[config.mk]
export PLATFORM = sky130hd
export DESIGN_NAME = video_sync_clamp_control
export DESIGN_NICKNAME = d
export VERILOG_FILES = /design/src/video_sync_pkg.sv /design/src/video_sync_clamp_control.sv /design/src/sync_edge_detect.sv /design/src/clamp_window_gen.sv
export SDC_FILE = /design/constraint.sdc
export NUM_CORES = 1
export LEC_CHECK = 0
export BUFFER_PORTS_ARGS = -buffer_cell sky130_fd_sc_hd__buf_2
export CORE_UTILIZATION = 32
export DETAILED_ROUTE_END_ITERATION = 10
export HOLD_SLACK_MARGIN = 0.08
export PLACE_DENSITY = 0.49
export REMOVE_ABC_BUFFERS = 1
export SKIP_CTS_REPAIR_TIMING = 1
export SLEW_MARGIN = 10
export SYNTH_ARGS = -nofsm -noshare
export SYNTH_HDL_FRONTEND = slang
export SYNTH_SLANG_ARGS = --single-unit
[constraint.sdc]
create_clock -name clk -period 3.84 [get_ports clk]
set_clock_uncertainty 0.1 [all_clocks]
set_input_delay 0.576 -clock clk [delete_from_list [all_inputs] [get_ports clk]]
set_output_delay 0.576 -clock clk [all_outputs]
set_load 0.005 [all_outputs]
[src/video_sync_pkg.sv]
// constants shared by the sync/clamp control block and its helper modules
// assumes a single 20 MHz clock domain with all pins synchronous to it
package video_sync_pkg;

    // register map on the configuration port
    localparam logic [7:0] HSYNC_CFG_ADDR   = 8'h0E;
    localparam logic [7:0] CLAMP_CFG_ADDR   = 8'h0F;
    localparam logic [7:0] THRESH_ADDR      = 8'h10;
    localparam logic [7:0] HS_WIDTH_ADDR    = 8'h11;
    localparam logic [7:0] OUT_CTRL_ADDR    = 8'h12;
    localparam logic [7:0] CLAMP_DELAY_ADDR = 8'h13;
    localparam logic [7:0] CLAMP_DUR_ADDR   = 8'h14;
    localparam logic [7:0] PHASE_ADDR       = 8'h15;
    localparam logic [7:0] UNMAPPED_DATA    = 8'h00;

    // field positions
    localparam int HSYNC_POL_BIT     = 6;
    localparam int CLAMP_FN_BIT      = 7;
    localparam int CLAMP_POL_BIT     = 6;
    localparam int COAST_POL_BIT     = 3;
    localparam int OUT_HS_POL_BIT    = 0;
    localparam int OUT_VS_POL_BIT    = 1;
    localparam int OUT_SLICE_SEL_BIT = 2;

    // reset values
    localparam logic [7:0] HSYNC_CFG_RST   = 8'h00;
    localparam logic [7:0] CLAMP_CFG_RST   = 8'h48;
    localparam logic [7:0] THRESH_RST      = 8'h0F;
    localparam logic [7:0] HS_WIDTH_RST    = 8'h20;
    localparam logic [7:0] OUT_CTRL_RST    = 8'h03;
    localparam logic [7:0] CLAMP_DELAY_RST = 8'h08;
    localparam logic [7:0] CLAMP_DUR_RST   = 8'h14;
    localparam logic [7:0] PHASE_RST       = 8'h00;

    // slicer threshold: code times step, code limited to 1..33
    localparam logic [9:0] THRESH_STEP_MV  = 10'h00A;
    localparam logic [7:0] THRESH_MIN_CODE = 8'h01;
    localparam logic [7:0] THRESH_MAX_CODE = 8'h21;

    // datapath shaping
    localparam int         HS_DELAY_STAGES = 2;
    localparam int         PHASE_DEPTH     = 32;
    localparam int         PHASE_W         = 5;
    localparam int         DATA_W          = 24;
    localparam int         CHAIN_W         = DATA_W + 3;
    localparam int         PERIOD_W        = 16;
    localparam logic [7:0] CNT_ONE         = 8'h01;

    typedef enum logic [1:0] {
        CL_IDLE   = 2'b00,
        CL_DELAY  = 2'b01,
        CL_ACTIVE = 2'b10
    } clamp_state_e;

    function automatic logic [9:0] thresh_mv(input logic [7:0] code);
        logic [7:0] c;
        c = code;
        if (c < THRESH_MIN_CODE) begin
            c = THRESH_MIN_CODE;
        end else if (c > THRESH_MAX_CODE) begin
            c = THRESH_MAX_CODE;
        end
        return 10'(c * THRESH_STEP_MV);
    endfunction : thresh_mv

endpackage : video_sync_pkg

[src/video_sync_clamp_control.sv]
// sync input, slicer, clamp, coast and regenerated sync outputs of the digitizer
// assumes byte-wide register port, all pins synchronous to the 20 MHz clk
//
// Overview of operation
// - act on leading hsync edge, polarity selectable
// - selected edge is timing and clock reference
// - slicer threshold 10..330 mV, default 150
// - sliced green sync output is non-inverted
// - external clamp used only when enabled
// - otherwise clamp counted from hsync trailing edge
// - clamp polarity bit sets active clamp level
// - coast freezes pixel clock frequency and phase
// - coast polarity bit, defaults to one
// - hsync out phase aligned, programmable polarity/width
// - vsync out phase aligned, programmable polarity
// - vsync placement and duration kept from source
// - slicer pin: comparator or delayed hsync
// - slicer output gets no further processing
// - phase shift moves data, clock, hsync together
module video_sync_clamp_control
    import video_sync_pkg::*;
(
    // clock and reset
    input  wire logic                clk,
    input  wire logic                arst_n,
    input  wire logic                clk_en,
    // register port
    input  wire logic [7:0]          reg_addr,
    input  wire logic [7:0]          reg_wdata,
    input  wire logic                reg_we,
    output logic      [7:0]          reg_rdata,
    // sync and control pins from the source
    input  wire logic                hsync_in,
    input  wire logic                vsync_in,
    input  wire logic [9:0]          green_sync_in,
    input  wire logic                clamp_in,
    input  wire logic                coast_in,
    input  wire logic [DATA_W-1:0]   pixel_data_in,
    // outputs to display logic
    output logic                     horiz_sync_out,
    output logic                     vert_sync_out,
    output logic                     green_slicer_out,
    output logic                     pixel_data_clock_out,
    output logic      [DATA_W-1:0]   pixel_data_out,
    // status
    output logic                     clamp_active,
    output logic                     coast_active,
    output logic                     pll_ref_pulse,
    output logic      [PERIOD_W-1:0] line_period
);
    // configuration registers
    logic [7:0] hs_cfg_q, hs_cfg_d;
    logic [7:0] cl_cfg_q, cl_cfg_d;
    logic [7:0] thr_q, thr_d;
    logic [7:0] hs_w_q, hs_w_d;
    logic [7:0] oc_q, oc_d;
    logic [7:0] cl_dly_q, cl_dly_d;
    logic [7:0] cl_dur_q, cl_dur_d;
    logic [7:0] ph_q, ph_d;
    logic [7:0] rdata_d;

    always_comb begin
        hs_cfg_d = hs_cfg_q;
        cl_cfg_d = cl_cfg_q;
        thr_d    = thr_q;
        hs_w_d   = hs_w_q;
        oc_d     = oc_q;
        cl_dly_d = cl_dly_q;
        cl_dur_d = cl_dur_q;
        ph_d     = ph_q;
        if (reg_we) begin
            case (reg_addr)
                HSYNC_CFG_ADDR:   hs_cfg_d = reg_wdata;
                CLAMP_CFG_ADDR:   cl_cfg_d = reg_wdata;
                THRESH_ADDR:      thr_d    = reg_wdata;
                HS_WIDTH_ADDR:    hs_w_d   = reg_wdata;
                OUT_CTRL_ADDR:    oc_d     = reg_wdata;
                CLAMP_DELAY_ADDR: cl_dly_d = reg_wdata;
                CLAMP_DUR_ADDR:   cl_dur_d = reg_wdata;
                PHASE_ADDR:       ph_d     = reg_wdata;
                default:          ph_d     = ph_q;
            endcase
        end
        case (reg_addr)
            HSYNC_CFG_ADDR:   rdata_d = hs_cfg_q;
            CLAMP_CFG_ADDR:   rdata_d = cl_cfg_q;
            THRESH_ADDR:      rdata_d = thr_q;
            HS_WIDTH_ADDR:    rdata_d = hs_w_q;
            OUT_CTRL_ADDR:    rdata_d = oc_q;
            CLAMP_DELAY_ADDR: rdata_d = cl_dly_q;
            CLAMP_DUR_ADDR:   rdata_d = cl_dur_q;
            PHASE_ADDR:       rdata_d = ph_q;
            default:          rdata_d = UNMAPPED_DATA;
        endcase
    end

    always_ff @(posedge clk or negedge arst_n) begin
        if (!arst_n) begin
            hs_cfg_q  <= HSYNC_CFG_RST;
            cl_cfg_q  <= CLAMP_CFG_RST;
            thr_q     <= THRESH_RST;
            hs_w_q    <= HS_WIDTH_RST;
            oc_q      <= OUT_CTRL_RST;
            cl_dly_q  <= CLAMP_DELAY_RST;
            cl_dur_q  <= CLAMP_DUR_RST;
            ph_q      <= PHASE_RST;
            reg_rdata <= UNMAPPED_DATA;
        end else if (clk_en) begin
            hs_cfg_q  <= hs_cfg_d;
            cl_cfg_q  <= cl_cfg_d;
            thr_q     <= thr_d;
            hs_w_q    <= hs_w_d;
            oc_q      <= oc_d;
            cl_dly_q  <= cl_dly_d;
            cl_dur_q  <= cl_dur_d;
            ph_q      <= ph_d;
            reg_rdata <= rdata_d;
        end
    end

    // horizontal sync edges
    logic hs_norm;
    logic hs_lead;
    logic hs_trail;

    sync_edge_detect u_hs_edge (
        .clk         (clk),
        .arst_n      (arst_n),
        .clk_en      (clk_en),
        .sync_in     (hsync_in),
        .active_high (hs_cfg_q[HSYNC_POL_BIT]),
        .norm_q      (hs_norm),
        .lead_pulse  (hs_lead),
        .trail_pulse (hs_trail)
    );

    // clamp selection
    logic int_clamp;

    clamp_window_gen u_clamp (
        .clk       (clk),
        .arst_n    (arst_n),
        .clk_en    (clk_en),
        .start     (hs_trail),
        .delay_cyc (cl_dly_q),
        .dur_cyc   (cl_dur_q),
        .window    (int_clamp)
    );

    logic ext_clamp;
    logic clamp_d;
    logic coast_d;

    // a grounded, disabled clamp pin is harmless because the pin is masked here
    always_comb begin
        ext_clamp = (clamp_in == cl_cfg_q[CLAMP_POL_BIT]);
        clamp_d   = cl_cfg_q[CLAMP_FN_BIT] ? ext_clamp : int_clamp;
        coast_d   = (coast_in == cl_cfg_q[COAST_POL_BIT]);
    end

    always_ff @(posedge clk or negedge arst_n) begin
        if (!arst_n) begin
            clamp_active <= 1'b0;
            coast_active <= 1'b0;
        end else if (clk_en) begin
            clamp_active <= clamp_d;
            coast_active <= coast_d;
        end
    end

    // reference for the pixel clock generator
    assign pll_ref_pulse = hs_lead & ~coast_active;

    logic [PERIOD_W-1:0] per_cnt_q, per_cnt_d;
    logic [PERIOD_W-1:0] period_d;
    logic                pclk_q, pclk_d;

    // while coasting no realignment happens, so the divider keeps its phase
    always_comb begin
        per_cnt_d = (&per_cnt_q) ? per_cnt_q : per_cnt_q + 1'b1;
        period_d  = line_period;
        pclk_d    = ~pclk_q;
        if (pll_ref_pulse) begin
            period_d  = per_cnt_q + 1'b1;
            per_cnt_d = '0;
            pclk_d    = 1'b1;
        end
    end

    always_ff @(posedge clk or negedge arst_n) begin
        if (!arst_n) begin
            per_cnt_q   <= '0;
            line_period <= '0;
            pclk_q      <= 1'b0;
        end else if (clk_en) begin
            per_cnt_q   <= per_cnt_d;
            line_period <= period_d;
            pclk_q      <= pclk_d;
        end
    end

    // regenerated horizontal pulse
    logic [7:0] hs_cnt_q, hs_cnt_d;
    logic       hs_level;
    logic       vs_level;

    always_comb begin
        hs_cnt_d = (hs_cnt_q != 8'h00) ? hs_cnt_q - CNT_ONE : hs_cnt_q;
        if (hs_lead) begin
            hs_cnt_d = (hs_w_q != 8'h00) ? hs_w_q : CNT_ONE;
        end
        hs_level = oc_q[OUT_HS_POL_BIT] ? (hs_cnt_q != 8'h00) : (hs_cnt_q == 8'h00);
        vs_level = oc_q[OUT_VS_POL_BIT] ? vsync_in : ~vsync_in;
    end

    always_ff @(posedge clk or negedge arst_n) begin
        if (!arst_n) begin
            hs_cnt_q <= 8'h00;
        end else if (clk_en) begin
            hs_cnt_q <= hs_cnt_d;
        end
    end

    // common phase delay keeps data, clock and syncs in step
    logic [CHAIN_W-1:0] chain_q [PHASE_DEPTH];
    logic [CHAIN_W-1:0] chain_d [PHASE_DEPTH];
    logic [CHAIN_W-1:0] tap;

    always_comb begin
        chain_d[0] = {vs_level, hs_level, pclk_q, pixel_data_in};
        for (int i = 1; i < PHASE_DEPTH; i++) begin
            chain_d[i] = chain_q[i-1];
        end
        tap = chain_q[ph_q[PHASE_W-1:0]];
    end

    always_ff @(posedge clk or negedge arst_n) begin
        if (!arst_n) begin
            for (int i = 0; i < PHASE_DEPTH; i++) begin
                chain_q[i] <= '0;
            end
        end else if (clk_en) begin
            for (int i = 0; i < PHASE_DEPTH; i++) begin
                chain_q[i] <= chain_d[i];
            end
        end
    end

    // slicer: comparator or delayed raw hsync, nothing else
    logic [HS_DELAY_STAGES-1:0] hs_dly_q, hs_dly_d;
    logic                       slice;
    logic                       slicer_d;

    always_comb begin
        hs_dly_d = {hs_dly_q[HS_DELAY_STAGES-2:0], hsync_in};
        slice    = (green_sync_in >= thresh_mv(thr_q));
        slicer_d = oc_q[OUT_SLICE_SEL_BIT] ? hs_dly_q[HS_DELAY_STAGES-1] : slice;
    end

    always_ff @(posedge clk or negedge arst_n) begin
        if (!arst_n) begin
            hs_dly_q             <= '0;
            green_slicer_out     <= 1'b0;
            horiz_sync_out       <= 1'b0;
            vert_sync_out        <= 1'b0;
            pixel_data_clock_out <= 1'b0;
            pixel_data_out       <= '0;
        end else if (clk_en) begin
            hs_dly_q             <= hs_dly_d;
            green_slicer_out     <= slicer_d;
            {vert_sync_out, horiz_sync_out, pixel_data_clock_out, pixel_data_out} <= tap;
        end
    end

    ext_clamp_off_a: assert property (@(posedge clk) disable iff (!arst_n)
        clk_en && !cl_cfg_q[CLAMP_FN_BIT] |=> clamp_active == $past(int_clamp))
        else $error("clamp pin honoured while disabled");

    ext_clamp_pol_a: assert property (@(posedge clk) disable iff (!arst_n)
        clk_en && cl_cfg_q[CLAMP_FN_BIT] |=> clamp_active == ($past(clamp_in) == $past(cl_cfg_q[CLAMP_POL_BIT])))
        else $error("external clamp level misread");

    coast_blocks_ref_a: assert property (@(posedge clk) disable iff (!arst_n)
        clk_en && coast_active |=> pclk_q != $past(pclk_q))
        else $error("pixel clock realigned while coasting");

    coast_hold_period_a: assert property (@(posedge clk) disable iff (!arst_n)
        coast_active && $past(coast_active) |-> $stable(line_period))
        else $error("period changed during coast");

    thresh_range_a: assert property (@(posedge clk) disable iff (!arst_n)
        thresh_mv(thr_q) >= 10'h00A && thresh_mv(thr_q) <= 10'h14A)
        else $error("slicer threshold out of range");

    slicer_path_a: assert property (@(posedge clk) disable iff (!arst_n)
        clk_en |=> green_slicer_out == $past(slicer_d))
        else $error("slicer output not from selected source");

    hs_pulse_start_a: assert property (@(posedge clk) disable iff (!arst_n)
        hs_lead |=> hs_cnt_q != 8'h00)
        else $error("hsync pulse not started on leading edge");

    zero_phase_align_a: assert property (@(posedge clk) disable iff (!arst_n)
        clk_en && ph_q == PHASE_RST ##1 clk_en && ph_q == PHASE_RST |=> horiz_sync_out == $past(hs_level, 2))
        else $error("hsync output misaligned at zero phase");

    cover_coast_c:    cover property (@(posedge clk) disable iff (!arst_n) $rose(coast_active));
    cover_ext_clamp_c: cover property (@(posedge clk) disable iff (!arst_n)
        cl_cfg_q[CLAMP_FN_BIT] && $rose(clamp_active));
    cover_ref_c:      cover property (@(posedge clk) disable iff (!arst_n) pll_ref_pulse);

endmodule : video_sync_clamp_control

[src/sync_edge_detect.sv]
// polarity normalisation and leading/trailing edge pulses for a sync input
// assumes the input is already synchronous to clk
module sync_edge_detect
    import video_sync_pkg::*;
(
    // clock and reset
    input  wire logic clk,
    input  wire logic arst_n,
    input  wire logic clk_en,
    // sync
    input  wire logic sync_in,
    input  wire logic active_high,
    // results
    output logic      norm_q,
    output logic      lead_pulse,
    output logic      trail_pulse
);
    logic norm_d;
    logic prev_q;
    logic prev_d;

    always_comb begin
        norm_d = active_high ? sync_in : ~sync_in;
        prev_d = norm_q;
    end

    always_ff @(posedge clk or negedge arst_n) begin
        if (!arst_n) begin
            norm_q <= 1'b0;
            prev_q <= 1'b0;
        end else if (clk_en) begin
            norm_q <= norm_d;
            prev_q <= prev_d;
        end
    end

    // only the assertion of the normalised level counts as leading
    assign lead_pulse  = clk_en & norm_q & ~prev_q;
    assign trail_pulse = clk_en & ~norm_q & prev_q;

    lead_one_cycle_a: assert property (@(posedge clk) disable iff (!arst_n)
        lead_pulse |=> !lead_pulse)
        else $error("leading edge pulse lasted more than one cycle");

    lead_needs_assert_a: assert property (@(posedge clk) disable iff (!arst_n)
        lead_pulse |-> norm_q && !trail_pulse)
        else $error("leading edge without normalised assertion");

endmodule : sync_edge_detect

[src/clamp_window_gen.sv]
// internal clamp window: programmed delay then programmed duration after a start pulse
// assumes start is a one-cycle pulse; a new start restarts the sequence
module clamp_window_gen
    import video_sync_pkg::*;
(
    // clock and reset
    input  wire logic       clk,
    input  wire logic       arst_n,
    input  wire logic       clk_en,
    // control
    input  wire logic       start,
    input  wire logic [7:0] delay_cyc,
    input  wire logic [7:0] dur_cyc,
    // result
    output logic            window
);
    clamp_state_e state_q;
    clamp_state_e state_d;
    logic [7:0]   cnt_q;
    logic [7:0]   cnt_d;

    always_comb begin
        state_d = state_q;
        cnt_d   = cnt_q;
        if (start) begin
            state_d = CL_DELAY;
            cnt_d   = delay_cyc;
        end else begin
            case (state_q)
                CL_IDLE: begin
                    cnt_d = cnt_q;
                end
                CL_DELAY: begin
                    cnt_d = cnt_q - CNT_ONE;
                    if (cnt_q <= CNT_ONE) begin
                        state_d = CL_ACTIVE;
                        cnt_d   = dur_cyc;
                    end
                end
                CL_ACTIVE: begin
                    cnt_d = cnt_q - CNT_ONE;
                    if (cnt_q <= CNT_ONE) begin
                        state_d = CL_IDLE;
                    end
                end
                default: begin
                    state_d = CL_IDLE;
                end
            endcase
        end
    end

    always_ff @(posedge clk or negedge arst_n) begin
        if (!arst_n) begin
            state_q <= CL_IDLE;
            cnt_q   <= 8'h00;
        end else if (clk_en) begin
            state_q <= state_d;
            cnt_q   <= cnt_d;
        end
    end

    assign window = (state_q == CL_ACTIVE);

    start_delays_a: assert property (@(posedge clk) disable iff (!arst_n)
        clk_en && start && delay_cyc > CNT_ONE |=> !window)
        else $error("clamp window opened before its delay");

    window_ends_a: assert property (@(posedge clk) disable iff (!arst_n)
        clk_en && window && !start && cnt_q <= CNT_ONE |=> !window)
        else $error("clamp window outlived its duration");

    cover_window_c: cover property (@(posedge clk) disable iff (!arst_n) $rose(window));

endmodule : clamp_window_gen

**After elaboration in Yosys (flattened, before gate mapping)**

Cells that the tools add are included.

- Add/subtract/negate cells: 3
- Multipliers: 1
- Order comparisons: 5
- Equality and inequality tests: 16
- Multiplexer cells: 24
- Bitwise gates (word level): 12
- Reductions and logical operators: 20

Operator list:

| kind | count |
|---|---|
| 27-bit binary-select mux with 5-bit select | 1 |
| 8-bit case mux with 8 select lines | 1 |
| 8-bit two-way mux | 7 |
| 27-bit two-way mux | 2 |
| 8-bit by 5-bit == test with 1-bit output (second input constant) | 6 |
| 16-bit two-way mux | 2 |
| 3-bit AND reduction | 8 |
| 16-bit by 1-bit adder with 16-bit output (second input constant) | 1 |
| 8-bit by 4-bit == test with 1-bit output (second input constant) | 2 |
| 8-bit case mux with 2 select lines | 1 |
| 16-bit AND reduction | 1 |
| 8-bit nonzero test | 2 |
| 8-bit by 1-bit subtractor with 8-bit output (second input constant) | 2 |
| 10-bit greater-or-equal comparator | 1 |
| 8-bit by 3-bit multiplier with 9-bit output (second input constant) | 1 |
| 8-bit by 6-bit > comparator with 1-bit output (second input constant) | 1 |
| 8-bit by 1-bit <= comparator with 1-bit output (second input constant) | 1 |
| 8-bit zero test | 1 |
| 8-bit by 1-bit < comparator with 1-bit output (second input constant) | 1 |
| 2-bit AND reduction | 4 |
| 6-bit greater-or-equal comparator (second input constant) | 1 |
| 1-bit two-way mux | 6 |
| 2-bit two-way mux | 3 |
| 3-bit by 2-bit inequality test with 1-bit output (second input constant) | 2 |
| other kinds (12) | 23 |

- Flip-flop bits (word level): 1021
- Input port bits: 58
- Output and inout bits: 55

**Logic depth before layout (Yosys ltp)**

- Depth in word-level cells: 6
- Depth in mapped cells: 15
- Gate-level depth less buffers: 15

**Hierarchy**

A second synthesis with hierarchy kept.

- Cell total of the unflattened synthesis: 3457
- Area total of the unflattened synthesis: 47111.4 um2

Modules (own cells, without submodules):

| module | times used | cells an instance | area an instance (um2) | sequential area each (um2) |
|---|---|---|---|---|
| video_sync_clamp_control | 1 | 3358 | 46190.6 | 25264.2 |
| clamp_window_gen | 1 | 90 | 823.3 | 250.2 |
| sync_edge_detect | 1 | 9 | 97.6 | 50.0 |

**Worst setup path before layout**

No wires, ideal clock.

- Kind: flip-flop to flip-flop
- Start point: reg thr_q[5]
- End point: reg green_slicer_out
- Arrival time: 3.085 ns
- Data required time: 3.604 ns
- Slack: 0.519 ns
- Stages on the path, launching flop included: 16
- Path buffers: 0
- Period minus slack after synthesis: 3.321 ns
- Cells stage by stage: dfrtp_1 nor3_1 nand2_1 inv_1 ha_1 ha_1 inv_1 fa_1 inv_1 a21o_1 a21oi_1 xor2_1 ha_1 and4_1 a2111oi_0 a31oi_1

- Word-level cells in the longest chain between the ends: 6
- Elaborated cells between the ends (all ways): 7

RTL lines:

| what | RTL line | source |
|---|---|---|
| start, declared | video_sync_clamp_control.sv:54 | `logic [7:0] thr_q, thr_d;` |
| start signal, assigned | video_sync_clamp_control.sv:111 | `thr_q <= thr_d;` |
| 8-bit by 6-bit > comparator with 1-bit output | video_sync_pkg.sv:60 | `end else if (c > THRESH_MAX_CODE) begin` |
| 8-bit two-way mux | video_sync_pkg.sv:60 |  |
| 8-bit two-way mux (*) | video_sync_pkg.sv:58 | `if (c < THRESH_MIN_CODE) begin` |
| 8-bit by 3-bit multiplier with 9-bit output (*) | video_sync_pkg.sv:63 | `return 10'(c * THRESH_STEP_MV);` |
| 10-bit greater-or-equal comparator (*) | video_sync_clamp_control.sv:256 | `slice = (green_sync_in >= thresh_mv(thr_q));` |
| 1-bit two-way mux (*) | video_sync_clamp_control.sv:257 | `slicer_d = oc_q[OUT_SLICE_SEL_BIT] ? hs_dly_q[HS_DELAY_STAGES-1] : slice;` |
| end signal, assigned | video_sync_clamp_control.sv:270 | `green_slicer_out <= slicer_d;` |
| end, declared | video_sync_clamp_control.sv:42 | `output logic green_slicer_out,` |

Mark *: on every way between the ends. The rest lies on a longest branch, timed or not.
A chain may end at the register's enable or synchronous reset.

**Final worst setup path**

Same ends and word-level chain as after synthesis.

==> flow_summary.yaml <==
timing:
  worst_slack_ns: 0.4476
  worst_slew_pin_slew_ns: 1.114
  setup_viol: 0
  maxSlewHeadroom_pct: 25.75
  rsz0062_at_grt: "no"
  maxSlewViolCount: 0
  period_minus_slack_ns: 3.392
  min_period_over_period_pct: 88.34
  final_hold_viol_count: 0
  fmax_mhz: 294.8
setup_path:
  crit_top_cell: "ha_1"
  path_cells: "nor3_1 > buf_4 > nand2_1 > inv_1 > ha_1 > ha_1 > a21o_1 > a21oi_1 > o21bai_1 > a21oi_1 > xor2_1 > ha_1 > and4_1 > a2111oi_0 > a31oi_1"
  max_stage_delay_ns: 0.42
  worstSetupStartpointType: "flip-flop"
  setup.worst_path.end_class: "flip-flop"
  arrival_ns: 3.86
  critical_path_required_ns: 4.31
  setup.worst_path.class: "flip-flop to flip-flop"
  crit_fanout: 8
  slowest_stage: "dfrtp_1"
yosys:
  synth_adder_area_share_pct: 0.7066
  synth-compound-area-share_pct: 7.451
  synth_edf_count: 0
  async_flop_share_pct: 100.0
  yosysWarnings: 0
  ys.flop_type: "dfrtp_1"
  yosysTopAreaCellShare_pct: 53.60
  synth_xor_area_share_pct: 0.7066
  synth_top_family_by_area: "multiplexers"
  yosysUniqueCellTypes: 69
  synth_top_cells_by_area: "dfrtp_1, mux2_2, mux2i_1"
  synth-seq-area-share_pct: 54.27
  ys_seq_elements: 1021
  synth_area_leader_cell: "dfrtp_1"
  muxShareOfSynthArea_pct: 32.14
  synth-simple-area-share_pct: 2.253
  syn_avg_cell_area_um2: 13.82
  synth_area_um2: 47100
  netlist_instances: 3408
placement:
  io_buffers: 112
  place_congestion: 0.7528
  hpwl_um: 60540
  place_ws_ns: 0.4203
power:
  p_leak_nw: 22.61
  powerDensity_nw_per_um2: 654.1
  ir_worst_vdd_uv: 391.1
cells_and_area:
  diodes: 0
  final_cell_mix: "dfrtp_1, mux2_2, mux2i_1"
  final_layout_size_suffix_gt1_share_pct: 38.03
  finish.utilization_pct: 37.12
  nets: 3596
  syn2layout_area_growth_pct: 14.98
  layout_commonest_cell: "dfrtp_1"
floorplan:
  row_count: 140
  initial_utilization_pct: 32.28
  die_x_um: 385.7
  ioPinCount: 113
  dieArea_um2: 148700
  die_y_um: 385.7
  coreArea_um2: 145900
global_routing:
  grt_antenna_before_repair: 1
  grt_most_used_layer: "met2"
  grt_pass1_wl_um: 168500
  overflow: 0
  grtUsageMet3_pct: 2.191
  grt_pass1_vias: 28950
  grt.met2_usage_pct: 22.55
  track_usage_pct: 14.16
  grt_max_degree: 163
  use_met1_pct: 19.86
clock_tree:
  clk_latency_ns: 0.73
  cts.sinks: 1021
  cts.clk_slew.worst_paths_ns: 0.06
  cts_tree: "yes"
  clockRootBuffer: "clkbuf_16"
  cts_max_path_buffers: 3
  cts_max_level: 3
  cts-buffers-inserted: 112
drt:
  drc: 0
  first_pass_iters: 5
  vias: 27550
  finalWirelength_um: 103800
  drt_iter0_drc: 1450
  ant_nets: 0
  via_per_inst: 4.986
  post_drt_wl_per_cell_um: 18.78
min_path:
  worstHoldPathType: "input pin to flip-flop"
outcome:
  run_status: "finished, final reports clean"
run:
  cap_violations: 0
## Yosys cell counts (6+ instances only)
master	number
and3_1	6
o22ai_1	32
buf_1	14
inv_1	23
xor2_1	19
a22o_1	55
o21ai_0	36
nand4_1	7
nand2_1	86
ha_1	25
mux2_2	932
a22oi_1	115
buf_4	22
dfrtp_1	1009
a221oi_1	55
xnor2_1	19
o32ai_1	8
buf_2	62
dfstp_2	12
o41ai_2	25
nor3_1	17
clkbuf_1	137
nor2b_1	7
a31oi_1	7
nor2_1	38
nand2b_1	6
mux2i_1	464
nand3_1	7
and2_1	9
a21oi_1	69
o211ai_1	6
o2bb2ai_1	8
## cell type report
class,instances,area [um2]
sequential,1021,25570
tap,1917,2399
fill,14040,91760
timing repair buffer,225,1819
clock inverter,37,563.0
inverter,25,96.34
clock buffer,173,3292
multi-input combinational,2127,20420
## registers in the layout, summed over array words and instances (netlist names), 16 cells and up
register and flops:
chain_q 27, per_cnt_q 16, line_period 16, chain_d 837
pixel_data_out 24
## power by group
| part | internal (mW) | total, mW | switching (mW) |
|---|---|---|---|
| Combinational | 4.38 | 7.00 | 2.62 |
| Clock | 6.59 | 11.2 | 4.58 |
| Sequential | 14.6 | 17.2 | 2.67 |
## per-layer routing
metal | vias up | wire [um]
met5 | - | 0
met4 | 0 | 2010
met3 | 121 | 2738
met2 | 237 | 48410
met1 | 14280 | 50610
li1 | 12920 | -
## stage by stage
step / std cells / total power, mW / cell area, um2 / hold WS (ns) / setup TNS [ns]
2_1_floorplan: 3173 / 22.46 / 46050 / 0.1804 / -319.47
3_3_place_gp: 5289 / 24.36 / 50040 / 0.3590 / 0
3_5_place_dp: 5289 / 24.55 / 50040 / 0.3641 / 0
4_1_cts: 5499 / 36.02 / 53900 / -0.2707 / 0
5_1_grt: 5525 / 37.77 / 54160 / 0.1281 / 0
6_report: 5525 / 35.42 / 54160 / 0.1433 / 0
## cell families after synthesis
family	after synthesis
muxes	1396
DFF	1021
adders and majority gates	26
xor gates and xnor gates	38
and+or+nand+nor	212
other	1
AOI/OAI and AO/OA	452
buffers and inverters	262
## path summary, 6_finish.rpt
kind / startpoint / endpoint / slack, ns / depth (start not counted)
setup / recovery: thr_q[5] / green_slicer_out / 0.45 / 15
hold / removal: reg_wdata[2] / cl_dur_q[2] / 0.14 / 3
setup reg to reg: thr_q[5] / green_slicer_out / 0.45 / 15
max in group asynchronous: arst_n / ph_q[6] / 2.05 / 3
min in group asynchronous: arst_n / chain_d[274] / 0.35 / 2
hold reg to reg: line_period[1] / line_period[1] / 0.37 / 2
## worst max-delay path, delay by kind of cell (launching register included)
family	cells	cell delay, ns
XOR/XNOR	1	0.17
AND/OR/NAND/NOR	3	0.50
flip-flops	1	0.42
adder cells (fa/ha/maj)	3	0.68
buffers and inverters	2	0.24
AO/OA/AOI/OAI	6	1.18
No activity file was read; power rests on OpenSTA's default activity.
